===== config.mk =====
export PLATFORM = sky130hd
export DESIGN_NAME = sdpram_block_flat
export DESIGN_NICKNAME = d
export VERILOG_FILES = /design/src/design/sdpram_pkg.sv /design/src/design/sdpram_link_if.sv /design/src/design/sdpram_cells.sv /design/src/design/sdpram_block.sv /design/src/flat_wrapper.sv
export SDC_FILE = /design/constraint.sdc
export NUM_CORES = 2
export LEC_CHECK = 0
export BUFFER_PORTS_ARGS = -buffer_cell sky130_fd_sc_hd__buf_2
export CORE_MARGIN = 2
export CORE_UTILIZATION = 60
export CTS_BUF_LIST = sky130_fd_sc_hd__clkbuf_8 sky130_fd_sc_hd__clkbuf_16
export CTS_CLUSTER_DIAMETER = 60
export CTS_CLUSTER_SIZE = 25
export DETAILED_ROUTE_END_ITERATION = 10
export PLACE_DENSITY = 0.77
export SYNTH_ARGS = -nofsm -noshare
export SYNTH_HDL_FRONTEND = slang
export SYNTH_HIERARCHICAL = 1
export SYNTH_SLANG_ARGS = --single-unit

===== constraint.sdc =====
create_clock -name clk_in -period 11 [get_ports clk_in]
set_clock_uncertainty 0.1 [all_clocks]
set_input_delay 0 -clock clk_in [delete_from_list [all_inputs] [get_ports clk_in]]
set_output_delay 0 -clock clk_in [all_outputs]
set_load 0.005 [all_outputs]

===== src/design/sdpram_pkg.sv =====
// Shared constants and types for the small embedded memory block and the
// fabric logic that drives it. Assumes one 50 MHz clock for both ends.
package sdpram_pkg;
    // Clock period in ns (50 MHz)
    localparam int CLK_PERIOD_NS = 20;
    localparam int TOTAL_BITS = 576;
    localparam int ROWS = 32;
    localparam int ROW_W = 18;
    localparam int ROW_IDX_W = 5;
    localparam int DATA_W = 16;
    localparam int COL_W = 4;
    localparam int BYTE_W = 8;
    localparam int LANE_W = 9;
    localparam int ADDR_W = 9;
    localparam int PORT_W = 18;
    localparam int TAPW_W = 5;
    localparam int LEN_W = 10;
    // Bit of the address that selects the byte lane in the 9-bit shape
    localparam int LANE_SEL_BIT = 0;
    // Highest address bit used by the 9-bit shape
    localparam int X9_ADDR_HI = 5;
    // Value shown for a read that collides with a write in don't-care mode
    localparam logic [PORT_W-1:0] UNKNOWN_FILL = 18'h3FFFF;
    localparam logic CLK_SEL_A = 1'b0;
    localparam logic CLK_SEL_B = 1'b1;

    typedef enum logic [2:0] {
        SHAPE_X1 = 3'h0,
        SHAPE_X2 = 3'h1,
        SHAPE_X4 = 3'h2,
        SHAPE_X8 = 3'h3,
        SHAPE_X16 = 3'h4,
        SHAPE_X9 = 3'h5,
        SHAPE_X18 = 3'h6
    } shape_type;

    typedef enum logic [2:0] {
        MODE_SDP = 3'h0,
        MODE_SINGLE = 3'h1,
        MODE_FIFO = 3'h2,
        MODE_ROM = 3'h3,
        MODE_SHIFT = 3'h4
    } mode_type;
endpackage


===== src/design/sdpram_link_if.sv =====
// Carrier between the fabric logic and the memory block.
// Both ends sit on the same clock; the testbench instantiates it.
`timescale 1ns/1ps
interface sdpram_link_if;
    import sdpram_pkg::*;
    logic tick_a;
    logic tick_b;
    logic wr_clk_sel;
    logic rd_addr_clk_sel;
    logic rden_clk_sel;
    logic out_clk_sel;
    logic in_clk_en;
    logic out_clk_en;
    logic in_clr;
    logic out_clr;
    logic out_bypass;
    logic rdw_old;
    mode_type mode;
    shape_type wr_shape;
    shape_type rd_shape;
    logic [TAPW_W-1:0] tap_width;
    logic [LEN_W-1:0] tap_len;
    logic wren;
    logic [ADDR_W-1:0] waddr;
    logic [PORT_W-1:0] wdata;
    logic rden;
    logic [ADDR_W-1:0] raddr;
    logic [PORT_W-1:0] q;
    logic q_valid;

    modport device (
        input tick_a, tick_b, wr_clk_sel, rd_addr_clk_sel, rden_clk_sel,
        input out_clk_sel, in_clk_en, out_clk_en, in_clr, out_clr,
        input out_bypass, rdw_old, mode, wr_shape, rd_shape, tap_width,
        input tap_len, wren, waddr, wdata, rden, raddr,
        output q, q_valid
    );
    modport fabric (
        output tick_a, tick_b, wr_clk_sel, rd_addr_clk_sel, rden_clk_sel,
        output out_clk_sel, in_clk_en, out_clk_en, in_clr, out_clr,
        output out_bypass, rdw_old, mode, wr_shape, rd_shape, tap_width,
        output tap_len, wren, waddr, wdata, rden, raddr,
        input q, q_valid
    );
endinterface


===== src/design/sdpram_cells.sv =====
// Storage array: 32 rows of 18 bits (two bytes, each with a parity bit).
// Assumes the caller builds the row mask; read is combinational.
`timescale 1ns/1ps
module sdpram_cells import sdpram_pkg::*; #(
    parameter logic [TOTAL_BITS-1:0] INIT_IMAGE = '0
) (
    input wire logic clk_in,
    input wire logic resetn_in,
    input wire logic wr_en_in,
    input wire logic [ROW_IDX_W-1:0] wr_row_in,
    input wire logic [ROW_W-1:0] wr_mask_in,
    input wire logic [ROW_W-1:0] wr_bits_in,
    input wire logic [ROW_IDX_W-1:0] rd_row_in,
    output logic [ROW_W-1:0] rd_word_out
);
    logic [ROW_W-1:0] cell_r [ROWS];

    // One row of cells per entry, preloaded from the image at reset
    for (genvar g = 0; g < ROWS; g++) begin : g_row
        always_ff @(posedge clk_in or negedge resetn_in) begin
            if (!resetn_in) begin
                cell_r[g] <= INIT_IMAGE[g*ROW_W +: ROW_W];
            end else if (wr_en_in && wr_row_in == ROW_IDX_W'(g)) begin
                cell_r[g] <= (cell_r[g] & ~wr_mask_in) |
                             (wr_bits_in & wr_mask_in);
            end
        end
    end

    assign rd_word_out = cell_r[rd_row_in];
endmodule


===== src/design/sdpram_block.sv =====
// Small embedded memory block: 576 bits, simple dual-port, single-port,
// FIFO, ROM and tapped shift register. Assumes fabric logic on the same
// clock drives every control through the link, already registered.
//
// Chosen here: the plain strobed port and the register offsets.
`timescale 1ns/1ps
module sdpram_block import sdpram_pkg::*; #(
    parameter logic [TOTAL_BITS-1:0] INIT_IMAGE = '0
) (
    input wire logic clk_in,
    input wire logic resetn_in,
    sdpram_link_if.device link,
    output logic shape_err_out
);
    logic tick_in, tick_raddr, tick_rden, tick_out;
    logic shape_bad, is_shift, is_fifo, write_ok;
    logic [ADDR_W-1:0] wr_addr_r, rd_addr_r, wr_ptr_r, rd_ptr_r;
    logic [ADDR_W-1:0] eff_waddr, eff_raddr;
    logic [LEN_W-1:0] sh_ptr_r;
    logic [PORT_W-1:0] wr_data_r, eff_wdata, rd_data, shifted, q_r;
    logic wr_strobe_r, rden_r, q_valid_r, shape_err_r;
    logic [ADDR_W-1:0] w_lin, r_lin;
    logic [ROW_W-1:0] wmask, wbits, row_word;
    shape_type rd_view;

    // Data width of a shape
    function automatic logic [TAPW_W-1:0] width_of(shape_type s);
        case (s)
            SHAPE_X1: width_of = 5'h01;
            SHAPE_X2: width_of = 5'h02;
            SHAPE_X4: width_of = 5'h04;
            SHAPE_X8: width_of = 5'h08;
            SHAPE_X16: width_of = 5'h10;
            SHAPE_X9: width_of = 5'h09;
            SHAPE_X18: width_of = 5'h12;
            default: width_of = 5'h01;
        endcase
    endfunction

    // Word count minus one, used to wrap FIFO pointers
    function automatic logic [ADDR_W-1:0] depth_mask(shape_type s);
        case (s)
            SHAPE_X1: depth_mask = 9'h1FF;
            SHAPE_X2: depth_mask = 9'h0FF;
            SHAPE_X4: depth_mask = 9'h07F;
            SHAPE_X8, SHAPE_X9: depth_mask = 9'h03F;
            default: depth_mask = 9'h01F;
        endcase
    endfunction

    function automatic logic is_parity(shape_type s);
        is_parity = (s == SHAPE_X9) || (s == SHAPE_X18);
    endfunction

    // Linear position: row in the upper bits, bit or lane offset below
    function automatic logic [ADDR_W-1:0] lin_of(logic [ADDR_W-1:0] a,
                                                 shape_type s);
        case (s)
            SHAPE_X1: lin_of = a;
            SHAPE_X2: lin_of = {a[ADDR_W-2:0], 1'b0};
            SHAPE_X4: lin_of = {a[ADDR_W-3:0], 2'h0};
            SHAPE_X8: lin_of = {a[ADDR_W-4:0], 3'h0};
            SHAPE_X16: lin_of = {a[ROW_IDX_W-1:0], 4'h0};
            SHAPE_X9: lin_of = {a[X9_ADDR_HI:1], 3'h0, a[LANE_SEL_BIT]};
            default: lin_of = {a[ROW_IDX_W-1:0], 4'h0};
        endcase
    endfunction

    // Row position of data bit d, skipping the parity bit after each byte
    function automatic int bit_pos(int d);
        bit_pos = d + d / BYTE_W;
    endfunction

    // Each register group picks its own clock tick
    assign tick_in = (link.wr_clk_sel == CLK_SEL_B ? link.tick_b
                      : link.tick_a) & link.in_clk_en;
    assign tick_raddr = (link.rd_addr_clk_sel == CLK_SEL_B ? link.tick_b
                         : link.tick_a) & link.out_clk_en;
    assign tick_rden = (link.rden_clk_sel == CLK_SEL_B ? link.tick_b
                        : link.tick_a) & link.out_clk_en;
    assign tick_out = (link.out_clk_sel == CLK_SEL_B ? link.tick_b
                       : link.tick_a) & link.out_clk_en;

    // Parity shapes only pair with themselves; other widths mix freely
    assign shape_bad = (is_parity(link.wr_shape) ||
                        is_parity(link.rd_shape)) &&
                       (link.wr_shape != link.rd_shape);
    assign is_shift = (link.mode == MODE_SHIFT);
    assign is_fifo = (link.mode == MODE_FIFO);
    // A single write port and a single read port: no true dual-port use
    assign write_ok = (link.mode != MODE_ROM) && !shape_bad;

    // Write-side input registers and the self-timed write strobe
    always_ff @(posedge clk_in or negedge resetn_in) begin
        if (!resetn_in) begin
            wr_addr_r <= '0;
            wr_data_r <= '0;
            wr_strobe_r <= 1'b0;
        end else if (link.in_clr) begin
            wr_addr_r <= '0;
            wr_data_r <= '0;
            wr_strobe_r <= 1'b0;
        end else begin
            wr_strobe_r <= tick_in & link.wren & write_ok;
            if (tick_in) begin
                wr_addr_r <= link.waddr;
                wr_data_r <= link.wdata;
            end
        end
    end

    // Read address and read enable registers, never bypassed
    always_ff @(posedge clk_in or negedge resetn_in) begin
        if (!resetn_in) begin
            rd_addr_r <= '0;
            rden_r <= 1'b0;
        end else if (link.out_clr) begin
            rd_addr_r <= '0;
            rden_r <= 1'b0;
        end else begin
            if (tick_raddr) begin
                if (link.mode == MODE_SINGLE) begin
                    rd_addr_r <= link.waddr; // Shared address
                end else if (is_fifo) begin
                    rd_addr_r <= rd_ptr_r;
                end else begin
                    rd_addr_r <= link.raddr;
                end
            end
            if (tick_rden) begin
                rden_r <= link.rden & !shape_bad & !is_shift;
            end
        end
    end

    // FIFO pointers wrap at the word count of their own shape
    always_ff @(posedge clk_in or negedge resetn_in) begin
        if (!resetn_in) begin
            wr_ptr_r <= '0;
            rd_ptr_r <= '0;
        end else begin
            if (is_fifo && wr_strobe_r) begin
                wr_ptr_r <= (wr_ptr_r + 9'h001) & depth_mask(link.wr_shape);
            end
            if (is_fifo && tick_rden && link.rden && !shape_bad) begin
                rd_ptr_r <= (rd_ptr_r + 9'h001) & depth_mask(link.rd_shape);
            end
        end
    end

    // Shift slot pointer steps on each write strobe, wrapping at the tap length
    always_ff @(posedge clk_in or negedge resetn_in) begin
        if (!resetn_in) begin
            sh_ptr_r <= '0;
        end else if (!is_shift || link.in_clr) begin
            sh_ptr_r <= '0;
        end else if (wr_strobe_r) begin
            if (sh_ptr_r + 10'h001 >= link.tap_len) begin
                sh_ptr_r <= '0;
            end else begin
                sh_ptr_r <= sh_ptr_r + 10'h001;
            end
        end
    end

    // Address and data actually applied to the array in each mode
    always_comb begin
        eff_waddr = wr_addr_r;
        eff_raddr = rd_addr_r;
        rd_view = link.rd_shape;
        eff_wdata = wr_data_r;
        if (is_fifo) begin
            eff_waddr = wr_ptr_r;
        end else if (is_shift) begin
            eff_waddr = sh_ptr_r[ADDR_W-1:0];
            eff_raddr = sh_ptr_r[ADDR_W-1:0];
            rd_view = link.wr_shape;
            eff_wdata = shifted;
        end
    end

    // New shift word: older taps move up by one tap width, input enters
    assign shifted = ((rd_data << link.tap_width) | wr_data_r) &
                     ((18'h00001 << width_of(link.wr_shape)) - 18'h00001);

    // Row mask and bits for the write shape
    always_comb begin
        int off;
        int wid;
        off = 0;
        wid = 0;
        wmask = '0;
        wbits = '0;
        w_lin = lin_of(eff_waddr, link.wr_shape);
        off = int'(w_lin[COL_W-1:0]);
        wid = int'(width_of(link.wr_shape));
        if (link.wr_shape == SHAPE_X18) begin
            wmask = '1;
            wbits = eff_wdata;
        end else if (link.wr_shape == SHAPE_X9) begin
            for (int i = 0; i < LANE_W; i++) begin
                wmask[off*LANE_W+i] = 1'b1;
                wbits[off*LANE_W+i] = eff_wdata[i];
            end
        end else begin
            for (int d = 0; d < DATA_W; d++) begin
                if (d >= off && d < off + wid) begin
                    wmask[bit_pos(d)] = 1'b1;
                    wbits[bit_pos(d)] = eff_wdata[d-off];
                end
            end
        end
    end

    // Pick the read word out of its row for the read shape
    always_comb begin
        int off;
        int wid;
        off = 0;
        wid = 0;
        rd_data = '0;
        r_lin = lin_of(eff_raddr, rd_view);
        off = int'(r_lin[COL_W-1:0]);
        wid = int'(width_of(rd_view));
        if (rd_view == SHAPE_X18) begin
            rd_data = row_word;
        end else if (rd_view == SHAPE_X9) begin
            for (int i = 0; i < LANE_W; i++) begin
                rd_data[i] = row_word[off*LANE_W+i];
            end
        end else begin
            for (int i = 0; i < DATA_W; i++) begin
                if (i < wid && i + off < DATA_W) begin
                    rd_data[i] = row_word[bit_pos(i+off)];
                end
            end
        end
    end

    // 576-bit array; a read in the strobe cycle still sees the old row
    sdpram_cells #(
        .INIT_IMAGE(INIT_IMAGE)
    ) u_cells (
        .clk_in(clk_in),
        .resetn_in(resetn_in),
        .wr_en_in(wr_strobe_r),
        .wr_row_in(w_lin[ADDR_W-1:COL_W]),
        .wr_mask_in(wmask),
        .wr_bits_in(wbits),
        .rd_row_in(r_lin[ADDR_W-1:COL_W]),
        .rd_word_out(row_word)
    );

    // Output register: read words, or all taps at each shift step
    always_ff @(posedge clk_in or negedge resetn_in) begin
        if (!resetn_in) begin
            q_r <= '0;
            q_valid_r <= 1'b0;
        end else if (link.out_clr) begin
            q_r <= '0;
            q_valid_r <= 1'b0;
        end else if (is_shift) begin
            q_valid_r <= wr_strobe_r;
            if (wr_strobe_r) begin
                q_r <= rd_data;
            end
        end else begin
            q_valid_r <= tick_out & rden_r;
            if (tick_out && rden_r) begin
                if (wr_strobe_r && !link.rdw_old &&
                    w_lin[ADDR_W-1:COL_W] == r_lin[ADDR_W-1:COL_W]) begin
                    q_r <= UNKNOWN_FILL;
                end else begin
                    q_r <= rd_data;
                end
            end
        end
    end

    // Shape check result for the fabric
    always_ff @(posedge clk_in or negedge resetn_in) begin
        if (!resetn_in) begin
            shape_err_r <= 1'b0;
        end else begin
            shape_err_r <= shape_bad;
        end
    end

    // Bypass outside shift mode shows the array word straight away (flow-through)
    assign link.q = (link.out_bypass && !is_shift) ? rd_data : q_r;
    assign link.q_valid = q_valid_r;
    assign shape_err_out = shape_err_r;
endmodule


===== src/flat_wrapper.sv =====
// flat-port wrapper written by rule: the top's interface ports become plain ports
module sdpram_block_flat import sdpram_pkg::*;
#(
    parameter logic [TOTAL_BITS-1:0] INIT_IMAGE = '0
)
  (clk_in, resetn_in, shape_err_out, link_tick_a, link_tick_b, link_wr_clk_sel, link_rd_addr_clk_sel, link_rden_clk_sel, link_out_clk_sel, link_in_clk_en, link_out_clk_en, link_in_clr, link_out_clr, link_out_bypass, link_rdw_old, link_mode, link_wr_shape, link_rd_shape, link_tap_width, link_tap_len, link_wren, link_waddr, link_wdata, link_rden, link_raddr, link_q, link_q_valid);
  sdpram_link_if link_i ();
  input wire logic clk_in;
  input wire logic resetn_in;
  output logic shape_err_out;
  input wire logic [$bits(link_i.tick_a)-1:0] link_tick_a;
  input wire logic [$bits(link_i.tick_b)-1:0] link_tick_b;
  input wire logic [$bits(link_i.wr_clk_sel)-1:0] link_wr_clk_sel;
  input wire logic [$bits(link_i.rd_addr_clk_sel)-1:0] link_rd_addr_clk_sel;
  input wire logic [$bits(link_i.rden_clk_sel)-1:0] link_rden_clk_sel;
  input wire logic [$bits(link_i.out_clk_sel)-1:0] link_out_clk_sel;
  input wire logic [$bits(link_i.in_clk_en)-1:0] link_in_clk_en;
  input wire logic [$bits(link_i.out_clk_en)-1:0] link_out_clk_en;
  input wire logic [$bits(link_i.in_clr)-1:0] link_in_clr;
  input wire logic [$bits(link_i.out_clr)-1:0] link_out_clr;
  input wire logic [$bits(link_i.out_bypass)-1:0] link_out_bypass;
  input wire logic [$bits(link_i.rdw_old)-1:0] link_rdw_old;
  input wire logic [$bits(link_i.mode)-1:0] link_mode;
  input wire logic [$bits(link_i.wr_shape)-1:0] link_wr_shape;
  input wire logic [$bits(link_i.rd_shape)-1:0] link_rd_shape;
  input wire logic [$bits(link_i.tap_width)-1:0] link_tap_width;
  input wire logic [$bits(link_i.tap_len)-1:0] link_tap_len;
  input wire logic [$bits(link_i.wren)-1:0] link_wren;
  input wire logic [$bits(link_i.waddr)-1:0] link_waddr;
  input wire logic [$bits(link_i.wdata)-1:0] link_wdata;
  input wire logic [$bits(link_i.rden)-1:0] link_rden;
  input wire logic [$bits(link_i.raddr)-1:0] link_raddr;
  output wire logic [$bits(link_i.q)-1:0] link_q;
  output wire logic [$bits(link_i.q_valid)-1:0] link_q_valid;
  assign link_i.tick_a = link_tick_a;
  assign link_i.tick_b = link_tick_b;
  assign link_i.wr_clk_sel = link_wr_clk_sel;
  assign link_i.rd_addr_clk_sel = link_rd_addr_clk_sel;
  assign link_i.rden_clk_sel = link_rden_clk_sel;
  assign link_i.out_clk_sel = link_out_clk_sel;
  assign link_i.in_clk_en = link_in_clk_en;
  assign link_i.out_clk_en = link_out_clk_en;
  assign link_i.in_clr = link_in_clr;
  assign link_i.out_clr = link_out_clr;
  assign link_i.out_bypass = link_out_bypass;
  assign link_i.rdw_old = link_rdw_old;
  assign link_i.mode = link_mode;
  assign link_i.wr_shape = link_wr_shape;
  assign link_i.rd_shape = link_rd_shape;
  assign link_i.tap_width = link_tap_width;
  assign link_i.tap_len = link_tap_len;
  assign link_i.wren = link_wren;
  assign link_i.waddr = link_waddr;
  assign link_i.wdata = link_wdata;
  assign link_i.rden = link_rden;
  assign link_i.raddr = link_raddr;
  assign link_q = link_i.q;
  assign link_q_valid = link_i.q_valid;
  sdpram_block #(.INIT_IMAGE(INIT_IMAGE)) u_core (.clk_in(clk_in), .resetn_in(resetn_in), .link(link_i), .shape_err_out(shape_err_out));
endmodule

======== Word-level counts from Yosys, hierarchy flattened ========
Index checks and enable logic that the tools add are counted.
operators by class
  equality and inequality tests ........... 55
  order comparisons ....................... 124
  reductions and logical operators ........ 116
  multipliers ............................. 2
  muxes and demuxes ....................... 256
  shift operators ......................... 2
  $add $sub $neg .......................... 83
  bitwise operators ....................... 104
operator list
  kind                   count
  $lt 32x7->1 const B    50
  $or 18x18->18          41
  $and 18x18->18         35
  $add 32x1->32          15
  $add 32x32->32         15
  $lt 32x6->1 const B    15
  $ge 32x1->1 const B    9
  $add 32x4->32 const B  8
  $lt 5x32->1 const A    8
  $mux 18                14
  $bmux 1 s5             41
  $mux 1                 152
  $bwmux 18              8
  $add 32x3->32 const B  4
  $lt 4x32->1 const A    4
  $mux 9                 13
  $bmux 18 s5            1
  $pmux 9 s5             2
  $logic_and 1x1->1      82
  $eq 5x5->1 const B     16
  $pmux 9 s4             2
  $add 32x2->32 const B  2
  $add 32x5->32 const B  2
  $lt 3x32->1 const A    2
  62 further kinds       201
word-level totals
  flip-flop bits (word level) ............. 662
  input bits .............................. 76
  output and inout bits ................... 20

======== Longest topological paths before layout ========
  depth in word-level cells ............... 34
  depth in mapped cells ................... 40

======== Modules after synthesis ========
The synthesis kept the hierarchy.
modules (own cells, without submodules)
  module        area each (um^2)  instances  cells an instance
  sdpram_cells  28886.5           1          2557
  sdpram_block  20374.5           1          2829

======== Least setup slack after synthesis ========
No wires, ideal clock.
  path type ............................... input to register
  start point ............................. input port link_mode[0]
  end point ............................... register (tool-made name)
  setup slack ............................. 3.247 ns
  stages .................................. 37
  required time ........................... 10.775 ns
  buffers on the path ..................... 9
  arrival ................................. 7.528 ns
  path through ............................ or3b_1 > buf_4 > buf_6 > clkbuf_1 > nand2_1 > a21boi_1 > and2_1 > a311oi_1 > o21ai_0 > a21oi_1 > nor2_1 > a21oi_1 > o21ai_0 > and2_1 > buf_2 > clkbuf_1 > buf_1 > a22oi_1 > nand3_1 > nand3_1 > clkbuf_1 > clkbuf_1 > mux4_2 > mux4_2 > nand2_1 > a211oi_1 > a21oi_1 > a221oi_1 > a221o_1 > o21ai_1 > nor3_1 > a221o_1 > a21oi_1 > o2111ai_1 > mux2_2 > clkbuf_1 > mux2_2
RTL lines
  item         line                RTL
  from (decl)  flat_wrapper.sv:23  input wire logic [$bits(link_i.mode)-1:0] link_mode;

==> impl_metrics.env <==
export IMPL_clkLatencyLatePin_ps=660
export IMPL_cts_reportedPaths_clkPinSlew_ps=80
export IMPL_grt_pass1_vias=44900
export IMPL_rsz0062_at_grt="false"
export IMPL_final_seq_area_um2=16600
export IMPL_drc=0
export IMPL_area_growth_pct=9.50
export IMPL_ys_seq_area_share_pct=33.6
export IMPL_crit_top_cell="nand2_1"
export IMPL_yosys_area_top_type_share_pct=33.6
export IMPL_finalHoldViolations=0
export IMPL_viasPerCell=7.10
export IMPL_finalSetupViolCount=0
export IMPL_fin_setup_tns_ps=0
export IMPL_synth_cells=5386
export IMPL_required_ps=11440
export IMPL_cts_root_buf="clkbuf_16"
export IMPL_drt_iter0_drc=5958
export IMPL_p_per_area_nw_per_um2=130
export IMPL_ys_flop_type="dfrtp_1"
export IMPL_avgSynthCellArea_um2=9.15
export IMPL_start_util_pct=60.3
export IMPL_status="completed"
export IMPL_synth_top_cell_by_area="dfrtp_1"
export IMPL_critPathArrivalTime_ps=10820
export IMPL_fmax_ghz=0.0963
export IMPL_fp_coreArea_um2=81700
export IMPL_max_stage_delay_ps=870
export IMPL_antenna_found_initial=9
export IMPL_tritoncts="yes"
export IMPL_yosysWarnings=6
export IMPL_drt_wirelength_per_cell_um=28.1
export IMPL_grt_pass1_wl_um=275000
export IMPL_dp_hpwl_um=121000
export IMPL_htreeDepth=2
export IMPL_ys_async_sr_fraction_pct=100
export IMPL_maxCapViolCount=0
export IMPL_synthTopCellsByCount="1018 x nand2_1, 662 x dfrtp_1, 610 x mux2_2"
export IMPL_nets=5565
export IMPL_cts_buffers=49
export IMPL_path_class="primary input to flip-flop"
export IMPL_startpoint_type="primary input"
export IMPL_period_share_pct=94.4
export IMPL_p_leak_nw=23.9
export IMPL_worst_setup_path_end_kind="flip-flop"
export IMPL_rows=105
export IMPL_syn_num_nets=5571
export IMPL_relSlewSlack_pct=12.0
export IMPL_cpLargestDelayFamily="compound AO/OA/AOI/OAI gates"
export IMPL_place_area_um2=51000
export IMPL_worst_path_buf_inv=4
export IMPL_power_w=0.00703
export IMPL_totalWireLength_um=183000
export IMPL_ir_drop_v=0.000128
export IMPL_drv_slew=0
export IMPL_dr_total_vias=46200
export IMPL_netlist_area_um2=49300
export IMPL_synth_edf_count=0
export IMPL_clock_sinks=662
export IMPL_dp_cells=6297
export IMPL_stdcell_count=6498
export IMPL_grtUsageTotal_pct=42.2
export IMPL_drive_above_1_share_pct=22.0
export IMPL_fp_dieW_um=291
export IMPL_drt_pass1_iterations=7
export IMPL_die_area_um2=84400
export IMPL_fillers=6470
export IMPL_cp_max_fo=33
export IMPL_min_period_ps=10380
export IMPL_synthTopCellsByArea="dfrtp_1 34%, mux2_2 14%, nand2_1 7.8%"
export IMPL_design_area_um2=53900
export IMPL_grt_ovfl_total=0
export IMPL_synth_distinct_cells=116
export IMPL_ys_ff_latch=662
export IMPL_tightest_slew_ps=1310
export IMPL_place_gp_congestion=1.06
export IMPL_fin_util_pct=66.0
export IMPL_grt_max_degree=183
export IMPL_cts_buffer_depth=3
export IMPL_yosysMostFrequentCell="nand2_1"
export IMPL_ios=96
export IMPL_hold_path_class="primary input to flip-flop"
export IMPL_portBuffers=95
export IMPL_die_h_um=291
export IMPL_multiInputGateArea_um2=30700
export IMPL_postCtsSetupRepairBufs=0
export IMPL_slowest_stage="o21ai_0"
export IMPL_antenna_left=0
==> layout make-up <==
cell class | count | share of cell area (%)
antenna | 7 | 0.0325
clock buffer | 52 | 2.37
clock inverter | 40 | 1.18
inverter | 84 | 0.589
multi-input combinational | 4198 | 56.9
sequential | 662 | 30.7
tap | 1070 | 2.48
timing repair buffer | 385 | 5.74
==> placed cells by master, fill, tap and decap left out, types with 24 or more instances in the layout <==
| cell type | count |
|---|---|
| buf_2 | 94 |
| a21oi_1 | 239 |
| o211ai_1 | 34 |
| xor2_1 | 28 |
| buf_4 | 175 |
| nand2b_1 | 39 |
| and2_1 | 37 |
| a221oi_1 | 34 |
| mux4_2 | 77 |
| clkbuf_16 | 50 |
| nand3_1 | 159 |
| dlygate4sd3_1 | 101 |
| mux2_2 | 610 |
| a31oi_1 | 51 |
| nor2_2 | 27 |
| o221ai_1 | 30 |
| inv_1 | 76 |
| and3_1 | 28 |
| nor2b_1 | 39 |
| o22ai_1 | 29 |
| nand2_1 | 1018 |
| mux2i_1 | 352 |
| dfrtp_1 | 662 |
| nor2_1 | 235 |
| xnor2_1 | 60 |
| a22oi_1 | 87 |
| ha_1 | 96 |
| a22o_1 | 43 |
| nand4_1 | 74 |
| a211oi_1 | 54 |
| nor3_1 | 120 |
| o21ai_0 | 139 |
| or3_1 | 24 |
==> cells by family after synthesis <==
family	synth area share, %
AOI/OAI and AO/OA	14.4
xor gates and xnor gates	2.03
adders and majority gates	2.99
buffers and inverters	4.47
DFF	33.6
muxes	24.7
other	0.00761
and+or+nand+nor	17.8
==> repair_timing <==
| item | CTS | global route |
|---|---|---|
| endpoints found under the hold margin | 164 | 0 |
| hold buffers | 102 | 0 |
| gates resized for setup | 0 | 0 |
==> metrics by stage <==
stage / hold WS (ps) / setup slack, ps
after floorplan: -396 / 3250
after global placement: -0.221 / 658
after detailed placement: 8.37 / 593
after CTS: 1.61 / 1220
after global routing: 101 / 394
final: 67.1 / 620
==> report_power, final <==
group	internal, W	switching, W	total, W	leakage, nW
registers	0.00246	0.0000234	0.00248	9.23
clock network	0.00104	0.00107	0.00211	0.915
logic	0.000859	0.00157	0.00243	13.8
total	0.00436	0.00267	0.00703	23.9
==> worst reg2reg max path, delay by kind of cell (launching register included) <==
| family | cells | cell delay (ps) |
|---|---|---|
| multiplexers | 2 | 1100 |
| AND/OR/NAND/NOR | 12 | 3130 |
| buffers and inverters | 3 | 800 |
| AO/OA/AOI/OAI | 15 | 4490 |
| flip-flops | 1 | 550 |
==> final timing paths <==
path / end / startpoint / slack [ps] / cells past startpoint
worst min-delay path: u_core/rd_ptr_r[0] / link_rden_clk_sel / 70 / 6
min in group asynchronous: asynchronous set/reset pin / resetn_in / 510 / 4
worst max-delay path: flip-flop / link_mode[2] / 620 / 33
worst min register to register: u_core/sh_ptr_r[9] / u_core/sh_ptr_r[9] / 400 / 2
max in group asynchronous: u_core/q_r[0] / resetn_in / 8580 / 5
worst max register to register: flip-flop / u_core/sh_ptr_r[4] / 750 / 32
==> metal layers <==
metal	global-route usage, %	vias to the layer above	part of all wire, %	wire (µm)
met3	10.4	891	12	21700
met1	53.7	22400	37	66900
met2	64.0	3225	43	78700
li1	-	19600	-	-
met4	28.6	2	8.4	15400
met5	0	-	0.0071	13
(Power assumes the default switching activity.)
